--- src/psc_pkg.sv ---
// package: register map, field layout and reset values of the power supply control bank
package psc_pkg;
  localparam logic [7:0] ADDR_CONVERTER_CONTROL = 8'h2C;
  localparam logic [7:0] ADDR_SUPPLY_STATUS = 8'h30;
  localparam logic [7:0] ADDR_CORE_RAIL_LEVEL = 8'h34;
  localparam logic [7:0] ADDR_PLL_REGULATOR_LEVEL = 8'h40;
  localparam logic [7:0] ADDR_IRQ_STATUS = 8'h50;
  localparam logic [7:0] ADDR_IRQ_MASK = 8'h54;
  // converter_control field positions
  localparam int PG_LEVEL_LSB = 24;
  localparam int ERR_CLEAR_BIT = 16;
  localparam int ANA_ILIM_LSB = 13;
  localparam int ANA_CLK_LSB = 8;
  localparam int CORE_ILIM_LSB = 5;
  localparam int CORE_CLK_LSB = 0;
  localparam logic [1:0] PG_LEVEL_RESET = 2'h2;
  localparam logic [1:0] ANA_ILIM_RESET = 2'h0;
  localparam logic [1:0] ANA_CLK_RESET = 2'h1;
  localparam logic [1:0] CORE_ILIM_RESET = 2'h0;
  localparam logic [1:0] CORE_CLK_RESET = 2'h1;
  // supply_status bit positions
  localparam int ST_OSC_STABLE = 24;
  localparam int ST_PLL_GOOD = 19;
  localparam int ST_CORE_GOOD = 16;
  localparam int ST_ANA_ILIM = 9;
  localparam int ST_CORE_ILIM = 8;
  localparam int ST_ANA_SOFT = 1;
  localparam int ST_CORE_SOFT = 0;
  localparam int CORE_LEVEL_W = 7;
  localparam int PLL_LEVEL_W = 3;
  localparam logic [6:0] CORE_LEVEL_MAX = 7'h46;
  localparam int NUM_EVENTS = 7;
endpackage

--- src/psc_sync.sv ---
// two-flop synchroniser bank for asynchronous status levels
`timescale 1ns/10ps
module psc_sync #(
  parameter int W = 1
) (
  input wire logic sys_clk,
  input wire logic rstn,
  input wire logic [W-1:0] async_in,
  output logic [W-1:0] sync_out
);
  logic [W-1:0] stage1;
  logic [W-1:0] next_stage1;
  logic [W-1:0] next_sync_out;

  always_comb
  begin
    next_stage1 = async_in;
    next_sync_out = stage1;
  end

  always_ff @(posedge sys_clk or negedge rstn)
  begin
    if (!rstn)
    begin
      stage1 <= '0;
      sync_out <= '0;
    end
    else
    begin
      stage1 <= next_stage1;
      sync_out <= next_sync_out;
    end
  end
endmodule

--- src/psc_regs.sv ---
// register bank for the converter and regulator controls and supply status
//
// Summary of operation
// - two-bit power-good level for core rail and 1.8 V rail, resets to 2.
// - clear bit clears both converter error flags; stays until software writes zero.
// - two-bit analogue converter current limit field, resets to 0.
// - two-bit analogue converter switching clock field, resets to 1.
// - two-bit core converter current limit field, resets to 0.
// - two-bit core converter switching clock field, resets to 1.
// - status shows oscillator stable, pll rail good, core rail good.
// - status shows current limiting of analogue and core converters.
// - status shows soft-start of analogue and core converters.
// - seven-bit core rail target, 0.60 V plus 10 mV per code, 0 to 70.
// - both voltage fields load their start value from the strap pins on the first clock after reset release.
// - three-bit pll regulator target, 0.6 V plus 100 mV per code.
//
// Implementation choice: strobed register access.
`timescale 1ns/10ps
module psc_regs (
  input wire logic sys_clk,
  input wire logic rstn,
  input wire logic [7:0] addr,
  input wire logic [31:0] wdata,
  input wire logic wr,
  input wire logic rd,
  output logic [31:0] rdata,
  input wire logic [6:0] strap_core_level,
  input wire logic [2:0] strap_pll_level,
  input wire logic osc_stable,
  input wire logic pll_rail_good,
  input wire logic core_rail_good,
  input wire logic analog_buck_converter_ilim,
  input wire logic core_buck_converter_ilim,
  input wire logic analog_buck_converter_soft,
  input wire logic core_buck_converter_soft,
  output logic [1:0] pg_level,
  output logic err_clear,
  output logic [1:0] analog_buck_converter_ilim_sel,
  output logic [1:0] analog_buck_converter_clk_sel,
  output logic [1:0] core_buck_converter_ilim_sel,
  output logic [1:0] core_buck_converter_clk_sel,
  output logic [6:0] core_rail_level,
  output logic [2:0] pll_linear_regulator_level,
  output logic irq
);
  localparam int NE = psc_pkg::NUM_EVENTS;

  logic [NE-1:0] st_raw;
  logic [NE-1:0] st_sync;
  logic [NE-1:0] st_prev;
  logic strap_done;
  logic [NE-1:0] irq_status;
  logic [NE-1:0] irq_mask;
  logic [1:0] next_pg_level;
  logic next_err_clear;
  logic [1:0] next_ana_ilim;
  logic [1:0] next_ana_clk;
  logic [1:0] next_core_ilim;
  logic [1:0] next_core_clk;
  logic [6:0] next_core_level;
  logic [2:0] next_pll_level;
  logic next_strap_done;
  logic [NE-1:0] next_irq_status;
  logic [NE-1:0] next_irq_mask;
  logic [NE-1:0] next_st_prev;
  logic [31:0] next_rdata;
  logic next_irq;

  assign st_raw = {osc_stable, pll_rail_good, core_rail_good, analog_buck_converter_ilim,
                   core_buck_converter_ilim, analog_buck_converter_soft,
                   core_buck_converter_soft};

  psc_sync #(.W(NE)) u_sync (
    .sys_clk(sys_clk),
    .rstn(rstn),
    .async_in(st_raw),
    .sync_out(st_sync)
  );

  function automatic logic hit(input logic [7:0] a, input logic [7:0] ref_addr);
    hit = (a == ref_addr);
  endfunction

  // status word from synchronised levels, reserved bits zero
  function automatic logic [31:0] status_word(input logic [NE-1:0] s);
    logic [31:0] w;
    w = 32'h0;
    w[psc_pkg::ST_OSC_STABLE] = s[6];
    w[psc_pkg::ST_PLL_GOOD] = s[5];
    w[psc_pkg::ST_CORE_GOOD] = s[4];
    w[psc_pkg::ST_ANA_ILIM] = s[3];
    w[psc_pkg::ST_CORE_ILIM] = s[2];
    w[psc_pkg::ST_ANA_SOFT] = s[1];
    w[psc_pkg::ST_CORE_SOFT] = s[0];
    status_word = w;
  endfunction

  always_comb
  begin
    next_pg_level = pg_level;
    next_err_clear = err_clear;
    next_ana_ilim = analog_buck_converter_ilim_sel;
    next_ana_clk = analog_buck_converter_clk_sel;
    next_core_ilim = core_buck_converter_ilim_sel;
    next_core_clk = core_buck_converter_clk_sel;
    next_core_level = core_rail_level;
    next_pll_level = pll_linear_regulator_level;
    next_irq_mask = irq_mask;
    next_strap_done = 1'b1;
    next_st_prev = st_sync;
    // strap capture
    // straps are caught on the first clock after release, since async reset loads constants only
    if (!strap_done)
    begin
      next_core_level = strap_core_level;
      next_pll_level = strap_pll_level;
    end
    else if (wr)
    begin
      if (hit(addr, psc_pkg::ADDR_CONVERTER_CONTROL))
      begin
        next_pg_level = wdata[psc_pkg::PG_LEVEL_LSB +: 2];
        next_err_clear = wdata[psc_pkg::ERR_CLEAR_BIT];
        next_ana_ilim = wdata[psc_pkg::ANA_ILIM_LSB +: 2];
        next_ana_clk = wdata[psc_pkg::ANA_CLK_LSB +: 2];
        next_core_ilim = wdata[psc_pkg::CORE_ILIM_LSB +: 2];
        next_core_clk = wdata[psc_pkg::CORE_CLK_LSB +: 2];
      end
      // core rail target
      // codes above 70 are stored as written; the converter is left to clamp
      if (hit(addr, psc_pkg::ADDR_CORE_RAIL_LEVEL))
        next_core_level = wdata[psc_pkg::CORE_LEVEL_W-1:0];
      if (hit(addr, psc_pkg::ADDR_PLL_REGULATOR_LEVEL))
        next_pll_level = wdata[psc_pkg::PLL_LEVEL_W-1:0];
      if (hit(addr, psc_pkg::ADDR_IRQ_MASK))
        next_irq_mask = wdata[NE-1:0];
    end
    // events are status changes; set wins over write-one-to-clear
    next_irq_status = irq_status;
    if (wr && strap_done && hit(addr, psc_pkg::ADDR_IRQ_STATUS))
      next_irq_status = irq_status & ~wdata[NE-1:0];
    next_irq_status = next_irq_status | (st_sync ^ st_prev);
    next_irq = |(next_irq_status & next_irq_mask);
    next_rdata = 32'h0;
    if (rd)
    begin
      case (addr)
        psc_pkg::ADDR_CONVERTER_CONTROL:
        begin
          next_rdata[psc_pkg::PG_LEVEL_LSB +: 2] = pg_level;
          next_rdata[psc_pkg::ERR_CLEAR_BIT] = err_clear;
          next_rdata[psc_pkg::ANA_ILIM_LSB +: 2] = analog_buck_converter_ilim_sel;
          next_rdata[psc_pkg::ANA_CLK_LSB +: 2] = analog_buck_converter_clk_sel;
          next_rdata[psc_pkg::CORE_ILIM_LSB +: 2] = core_buck_converter_ilim_sel;
          next_rdata[psc_pkg::CORE_CLK_LSB +: 2] = core_buck_converter_clk_sel;
        end
        psc_pkg::ADDR_SUPPLY_STATUS: next_rdata = status_word(st_sync);
        psc_pkg::ADDR_CORE_RAIL_LEVEL: next_rdata[6:0] = core_rail_level;
        psc_pkg::ADDR_PLL_REGULATOR_LEVEL: next_rdata[2:0] = pll_linear_regulator_level;
        psc_pkg::ADDR_IRQ_STATUS: next_rdata[NE-1:0] = irq_status;
        psc_pkg::ADDR_IRQ_MASK: next_rdata[NE-1:0] = irq_mask;
        default: next_rdata = 32'h0;
      endcase
    end
  end

  always_ff @(posedge sys_clk or negedge rstn)
  begin
    if (!rstn)
    begin
      pg_level <= psc_pkg::PG_LEVEL_RESET;
      err_clear <= 1'b0;
      analog_buck_converter_ilim_sel <= psc_pkg::ANA_ILIM_RESET;
      analog_buck_converter_clk_sel <= psc_pkg::ANA_CLK_RESET;
      core_buck_converter_ilim_sel <= psc_pkg::CORE_ILIM_RESET;
      core_buck_converter_clk_sel <= psc_pkg::CORE_CLK_RESET;
      core_rail_level <= 7'h00;
      pll_linear_regulator_level <= 3'h0;
      strap_done <= 1'b0;
      irq_status <= '0;
      irq_mask <= '0;
      st_prev <= '0;
      rdata <= 32'h0;
      irq <= 1'b0;
    end
    else
    begin
      pg_level <= next_pg_level;
      err_clear <= next_err_clear;
      analog_buck_converter_ilim_sel <= next_ana_ilim;
      analog_buck_converter_clk_sel <= next_ana_clk;
      core_buck_converter_ilim_sel <= next_core_ilim;
      core_buck_converter_clk_sel <= next_core_clk;
      core_rail_level <= next_core_level;
      pll_linear_regulator_level <= next_pll_level;
      strap_done <= next_strap_done;
      irq_status <= next_irq_status;
      irq_mask <= next_irq_mask;
      st_prev <= next_st_prev;
      rdata <= next_rdata;
      irq <= next_irq;
    end
  end

  a_pg_level_write: assert property (@(posedge sys_clk) disable iff (!rstn)
    strap_done && wr && addr == psc_pkg::ADDR_CONVERTER_CONTROL |=> pg_level == $past(wdata[25:24]))
    else $error("pg level not written");
  a_err_clear_hold: assert property (@(posedge sys_clk) disable iff (!rstn)
    err_clear && !(wr && addr == psc_pkg::ADDR_CONVERTER_CONTROL) |=> err_clear)
    else $error("clear bit dropped by hardware");
  a_ana_ilim_write: assert property (@(posedge sys_clk) disable iff (!rstn)
    strap_done && wr && addr == psc_pkg::ADDR_CONVERTER_CONTROL
    |=> analog_buck_converter_ilim_sel == $past(wdata[14:13]))
    else $error("analogue current limit not written");
  a_ana_clk_write: assert property (@(posedge sys_clk) disable iff (!rstn)
    strap_done && wr && addr == psc_pkg::ADDR_CONVERTER_CONTROL
    |=> analog_buck_converter_clk_sel == $past(wdata[9:8]))
    else $error("analogue clock not written");
  a_core_ilim_write: assert property (@(posedge sys_clk) disable iff (!rstn)
    strap_done && wr && addr == psc_pkg::ADDR_CONVERTER_CONTROL
    |=> core_buck_converter_ilim_sel == $past(wdata[6:5]))
    else $error("core current limit not written");
  a_core_clk_write: assert property (@(posedge sys_clk) disable iff (!rstn)
    strap_done && wr && addr == psc_pkg::ADDR_CONVERTER_CONTROL
    |=> core_buck_converter_clk_sel == $past(wdata[1:0]))
    else $error("core clock not written");
  a_status_read: assert property (@(posedge sys_clk) disable iff (!rstn)
    rd && addr == psc_pkg::ADDR_SUPPLY_STATUS
    |=> rdata[24] == $past(st_sync[6]) && rdata[19] == $past(st_sync[5]) && rdata[0] == $past(st_sync[0]))
    else $error("status read mismatch");
  a_core_level_write: assert property (@(posedge sys_clk) disable iff (!rstn)
    strap_done && wr && addr == psc_pkg::ADDR_CORE_RAIL_LEVEL |=> core_rail_level == $past(wdata[6:0]))
    else $error("core rail level not written");
  a_strap_load: assert property (@(posedge sys_clk) disable iff (!rstn)
    !strap_done |=> core_rail_level == $past(strap_core_level) && strap_done)
    else $error("strap not captured");
  a_reserved_zero: assert property (@(posedge sys_clk) disable iff (!rstn)
    rd && addr == psc_pkg::ADDR_PLL_REGULATOR_LEVEL |=> rdata[31:3] == 29'h0)
    else $error("reserved bits not zero");
  c_irq_raised: cover property (@(posedge sys_clk) disable iff (!rstn) $rose(irq));
  c_err_clear_set: cover property (@(posedge sys_clk) disable iff (!rstn) $rose(err_clear));
  c_status_read: cover property (@(posedge sys_clk) disable iff (!rstn)
    rd && addr == psc_pkg::ADDR_SUPPLY_STATUS);
endmodule

--- config.mk ---
export PLATFORM = sky130hd
export DESIGN_NAME = psc_regs
export DESIGN_NICKNAME = d
export VERILOG_FILES = /design/src/psc_pkg.sv /design/src/psc_sync.sv /design/src/psc_regs.sv
export SDC_FILE = /design/constraint.sdc
export NUM_CORES = 1
export LEC_CHECK = 0
export BUFFER_PORTS_ARGS = -buffer_cell sky130_fd_sc_hd__buf_2
export CAP_MARGIN = 20
export CORE_UTILIZATION = 48
export DETAILED_ROUTE_END_ITERATION = 7
export PLACE_DENSITY = 0.86
export SLEW_MARGIN = 20
export SYNTH_ARGS = -nofsm -noshare
export SYNTH_HDL_FRONTEND = slang
export SYNTH_SLANG_ARGS = --single-unit
--- constraint.sdc ---
create_clock -name sys_clk -period 2.75 [get_ports sys_clk]
set_clock_uncertainty 0.2 [all_clocks]
set_input_delay 0.1375 -clock sys_clk [delete_from_list [all_inputs] [get_ports sys_clk]]
set_output_delay 0.1375 -clock sys_clk [all_outputs]
set_load 0.01 [all_outputs]
Yosys cells after proc, flatten, opt, wreduce, memory -nomap -nowiden:

Cells that the tools add are included.

* equality and inequality tests: 9
* multiplexer cells: 20
* bitwise operators: 5
* reduce and logical (&&, ||, !) cells: 6

Operators with widths (count)
* $mux 7: 7
* $mux 26: 1
* $eq 8x6->1 const B: 3
* $eq 8x7->1 const B: 3
* $and 7x7->7: 2
* $mux 3: 4
* $pmux 2 s6: 1
* $pmux 2 s2: 2
* $pmux 2 s4: 1
* $not 7->7: 1
* $or 7x7->7: 1
* $reduce_or 7->1: 1
* $xor 7x7->7: 1
* $pmux 2 s3: 1
* $ne 2x1->1 const B: 2
* $pmux 1 s4: 1
* $reduce_and 2->1: 2
* $reduce_and 3->1: 1
* $logic_and 1x1->1: 2
* $mux 2: 1
* $ne 2x2->1 const B: 1
* $pmux 1 s2: 1

* bits in registers: 90
* input bits: 61
* output and inout bits: 54
* logic and storage cells: 56

Depth between registers and ports, before layout:

* word-level depth: 6
* depth in mapped cells: 8
* depth with buffers taken out: 5

By module:

A second synthesis with hierarchy kept.

* cell total of the unflattened synthesis: 231
* area, all modules: 3041.7 µm²

Modules (own cells, without submodules)
* psc_regs: instances 1, cells an instance 217, area an instance 2691.3 µm², seq. area each 1480.2 µm²
* psc_sync: instances 1, cells an instance 14, area an instance 350.3 µm², seq. area each 350.3 µm²

Worst setup path before layout:

Ideal clock, no wire load.

* path type: register -> register
* from: register strap_done
* to: register irq
* library setup time: 0.134 ns
* arrival time: 1.847 ns
* required time: 2.416 ns
* path slack: 0.570 ns
* stages on the path, launching flop included: 9
* buffers on the path: 3
* clock period less this slack: 2.180 ns
* cells stage by stage: dfrtp_1 buf_2 and2_0 clkbuf_1 or3b_1 buf_6 mux2_2 a22oi_2 nand4_1

* elaborated cells between the ends (all ways): 7
* those cells by class: mux (2); bitwise (2); reduce/logical (3)

RTL lines
* from (decl): line psc_regs.sv:51 `logic strap_done;`
* from (signal assigned): line psc_regs.sv:196 `strap_done <= next_strap_done;`
* $mux 7: line psc_regs.sv:113 `if (!strap_done)`
* named net next_irq_mask[3]: line psc_regs.sv:64 `logic [NE-1:0] next_irq_mask;`
* $and 7x7->7: line psc_regs.sv:143 `next_irq = |(next_irq_status & next_irq_mask);`
* $reduce_or 7->1: line psc_regs.sv:143
* named net next_irq: line psc_regs.sv:67 `logic next_irq;`
* to (signal assigned): line psc_regs.sv:201 `irq <= next_irq;`
* to (decl): line psc_regs.sv:44 `output logic irq`

The timed path passes the listed nets, and every way through them passes these cells.
A chain may end at the register's enable or synchronous reset.

Worst setup path in the final report:

* from: input addr[3]
* to: register pll_linear_regulator_level[1]

* longest elaborated chain between the ends: 3

Ends and longest elaborated chain
* from (decl): line psc_regs.sv:22 `input wire logic [7:0] addr,`
* $eq 8x7->1: line psc_regs.sv:81 `hit = (a == ref_addr);`
* $ne 2x1->1 (no line)
* $reduce_and 2->1 (no line)
* to (signal assigned): line psc_regs.sv:195 `pll_linear_regulator_level <= next_pll_level;`
* to (decl): line psc_regs.sv:43 `output logic [2:0] pll_linear_regulator_level,`

No other way between the ends.

==> impl_metrics.tcl <==
set metrics [dict create \
    grt_max_degree 41 \
    post-route-period-util_pct 95.00 \
    postSynthCellCount 225 \
    io_pins 115 \
    p_leak_nw 1.987 \
    numPortBuffers 79 \
    ys_top_cells_by_area "dfrtp_1 (59%), mux2_2 (6.8%), buf_4 (4.3%)" \
    synthMuxAreaShare_pct 10.15 \
    cp.arrival_ns 2.68 \
    worstPathMaxFanout 4 \
    status "finished clean" \
    synth_area_um2 2984 \
    wl_per_cell_um 17.44 \
    synth_xor_area_share_pct 2.055 \
    start_util_pct 50.11 \
    fmax_mhz 382.8 \
    avgSynthCellArea_um2 13.26 \
    finalSetupTns_ns 0 \
    num_vias 2357 \
    clockRootBuffer "clkbuf_8" \
    synth-simple-area-share_pct 10.02 \
    post_cts_resized 0 \
    antenna_found_initial 0 \
    core-area_um2 5956 \
    grt_pass1_vias 2449 \
    grt_pass1_wl_um 11810 \
    globalRouteOverflowTotal 0 \
    clockBufferDepth 2 \
    diodes 0 \
    drv_slew 0 \
    viasPerCell 5.418 \
    yosys_most_used_dff "dfrtp_1" \
    synth.distinct_cells 41 \
    hpwl_um 4640 \
    synth-warning-count 0 \
    async_flop_share_pct 100.0 \
    endpoint_kind "register" \
    fp.dieArea_um2 6536 \
    ys_seq_elements 73 \
    drt_iter0_drc 236 \
    synth_compound_area_share_pct 10.69 \
    ys_seq_area_share_pct 61.34 \
    final-setup-viol-count 0 \
    first_pass_iters 5 \
    cts_tree "built" \
    cts_buffers 9 \
    max_cap_viol_count 0 \
    grt_usage_pct 25.01 \
    fin_util_pct 68.03 \
    dieWidth_um 80.85 \
    ys_top_cells_by_count "dfrtp_1 (70), mux2_2 (18), buf_4 (17)" \
    rsz0062_at_grt "no" \
    rows 28 \
    dieHeight_um 80.85 \
    yosysTopAreaCell "dfrtp_1" \
    area_growth_pct 35.77 \
    ir_drop_mv 0.4431 \
    final_nets 416 \
    clkTransAtPathRegs_ns 0.07 \
    power.density_nw_per_um2 558.5 \
    drt-total-wl_um 7586 \
    hold_path_class "reg -> reg" \
    cp.required_ns 2.82 \
    period_needed_ns 2.612 \
    fillers 414 \
    synth_top_area_share_pct 58.70 \
    htreeDepth 3 \
    synth_edf_count 0 \
    synth_top_family_by_area "compound AO/OA/AOI/OAI gates" \
    detail-route-antenna-nets 0 \
    drive_gt1_share_pct 36.11 \
    finalHoldViolCount 0 \
    cts.sinks 73 \
    tightest_slew_ns 1.120 \
    critPathLaunchType "input pin" \
    cts_setup_buffers 0 \
    hold_slack_ns 0.1496 \
    drcViolationCount 0 \
    worstSetupPathType "in -> reg" \
    synth_most_common_cell "dfrtp_1" \
    clkLatencyLatePin_ns 0.35 \
    relSlewSlack_pct 25.16 \
    synthAdderAreaFrac_pct 0 \
    place_congestion 0.8361 \
]
metal layers:
layer	up-vias	global-route usage (%)	share of wire [%]
li1	1045	-	-
met1	1153	29.90	40
met2	131	41.60	50
met3	28	5.955	6.4
met4	0	13.75	3.2
met5	-	0	0
metrics by stage:
stage | cell area (um2) | setup WS (ns) | instances | power (mW)
floorplan | 3044 | 0.5696 | 241 | 1.249
global placement | 3446 | 0.4120 | 380 | 1.334
detailed placement | 3446 | 0.4115 | 380 | 1.341
CTS | 4051 | 0.2562 | 435 | 2.259
global route | 4051 | 0.003200 | 435 | 2.336
finish | 4051 | 0.1375 | 435 | 2.263
cells in the final DEF (no fill, tap or decap), types with 4 or more instances in the layout:
master	instances
nand2_1	9
clkbuf_8	12
a21oi_1	6
a22o_1	4
buf_2	79
a222oi_1	7
dlygate4sd3_1	39
a21o_1	6
conb_1	18
nor2_1	10
a22oi_1	6
nand4_1	7
buf_4	7
mux2_2	18
o21ai_0	9
and3_1	4
dfrtp_1	70
xor2_1	7
mux2i_1	10
logic make-up after synthesis:
family / after synthesis
flops: 73
xor+xnor: 7
compound gates: 44
other cells: 2
buf+inv: 24
simple gates: 47
mux: 28
sequential cells by signal, indices dropped and copies added, names as in the netlist:
register and count:
rdata 15, core_rail_level 7, irq_mask 7, irq_status 7, st_prev 7, u_sync.next_sync_out 7
u_sync.sync_out 7, pll_linear_regulator_level 3, analog_buck_converter_clk_sel 2, analog_buck_converter_ilim_sel 2, core_buck_converter_clk_sel 2, core_buck_converter_ilim_sel 2
pg_level 2, err_clear 1, irq 1, strap_done 1
power by group:
group | switching, mW | internal (mW) | total, mW
registers | 0.0307 | 1.12 | 1.15
clock network | 0.396 | 0.492 | 0.888
logic | 0.118 | 0.112 | 0.229
total | 0.544 | 1.72 | 2.26
final cells by class:
type | instances | area [um2] | share of cell area [%]
sequential | 73 | 1831 | 45.18
multi-input combinational | 144 | 1050 | 25.91
timing repair buffer | 126 | 858.3 | 21.19
clock buffer | 12 | 165.2 | 4.077
tap | 75 | 93.84 | 2.316
clock inverter | 4 | 50.05 | 1.235
inverter | 1 | 3.754 | 0.09265
timing repair:
item,4_1_cts,5_1_grt
endpoints found under the hold margin,80,0
setup endpoints to repair,0,0
hold buffers,39,0
final timing paths:
path	start	end	slack (ns)	cells after the start
min in group asynchronous	rstn	u_sync.next_sync_out[3]$_DFF_PN0_	0.21	2
setup / recovery	addr[3]	pll_linear_regulator_level[1]$_DFFE_PN0P_	0.14	7
setup reg to reg	strap_done$_DFF_PN0_	core_rail_level[5]$_DFFE_PN0P_	0.48	3
max in group asynchronous	rstn	analog_buck_converter_clk_sel[0]$_DFFE_PN1P_	1.40	3
hold / removal	u_sync.next_sync_out[4]$_DFF_PN0_	u_sync.sync_out[4]$_DFF_PN0_	0.15	0
hold reg to reg	u_sync.next_sync_out[4]$_DFF_PN0_	u_sync.sync_out[4]$_DFF_PN0_	0.15	0
critical path, stage by stage:
cell and delay (ns):
buf_2 0.12, or4_2 0.72, nor4_2 0.50, nand2_1 0.26
mux2i_1 0.17, a21oi_1 0.19, dlygate4sd3_1 0.58
No activity file was read; power rests on OpenSTA's default activity.
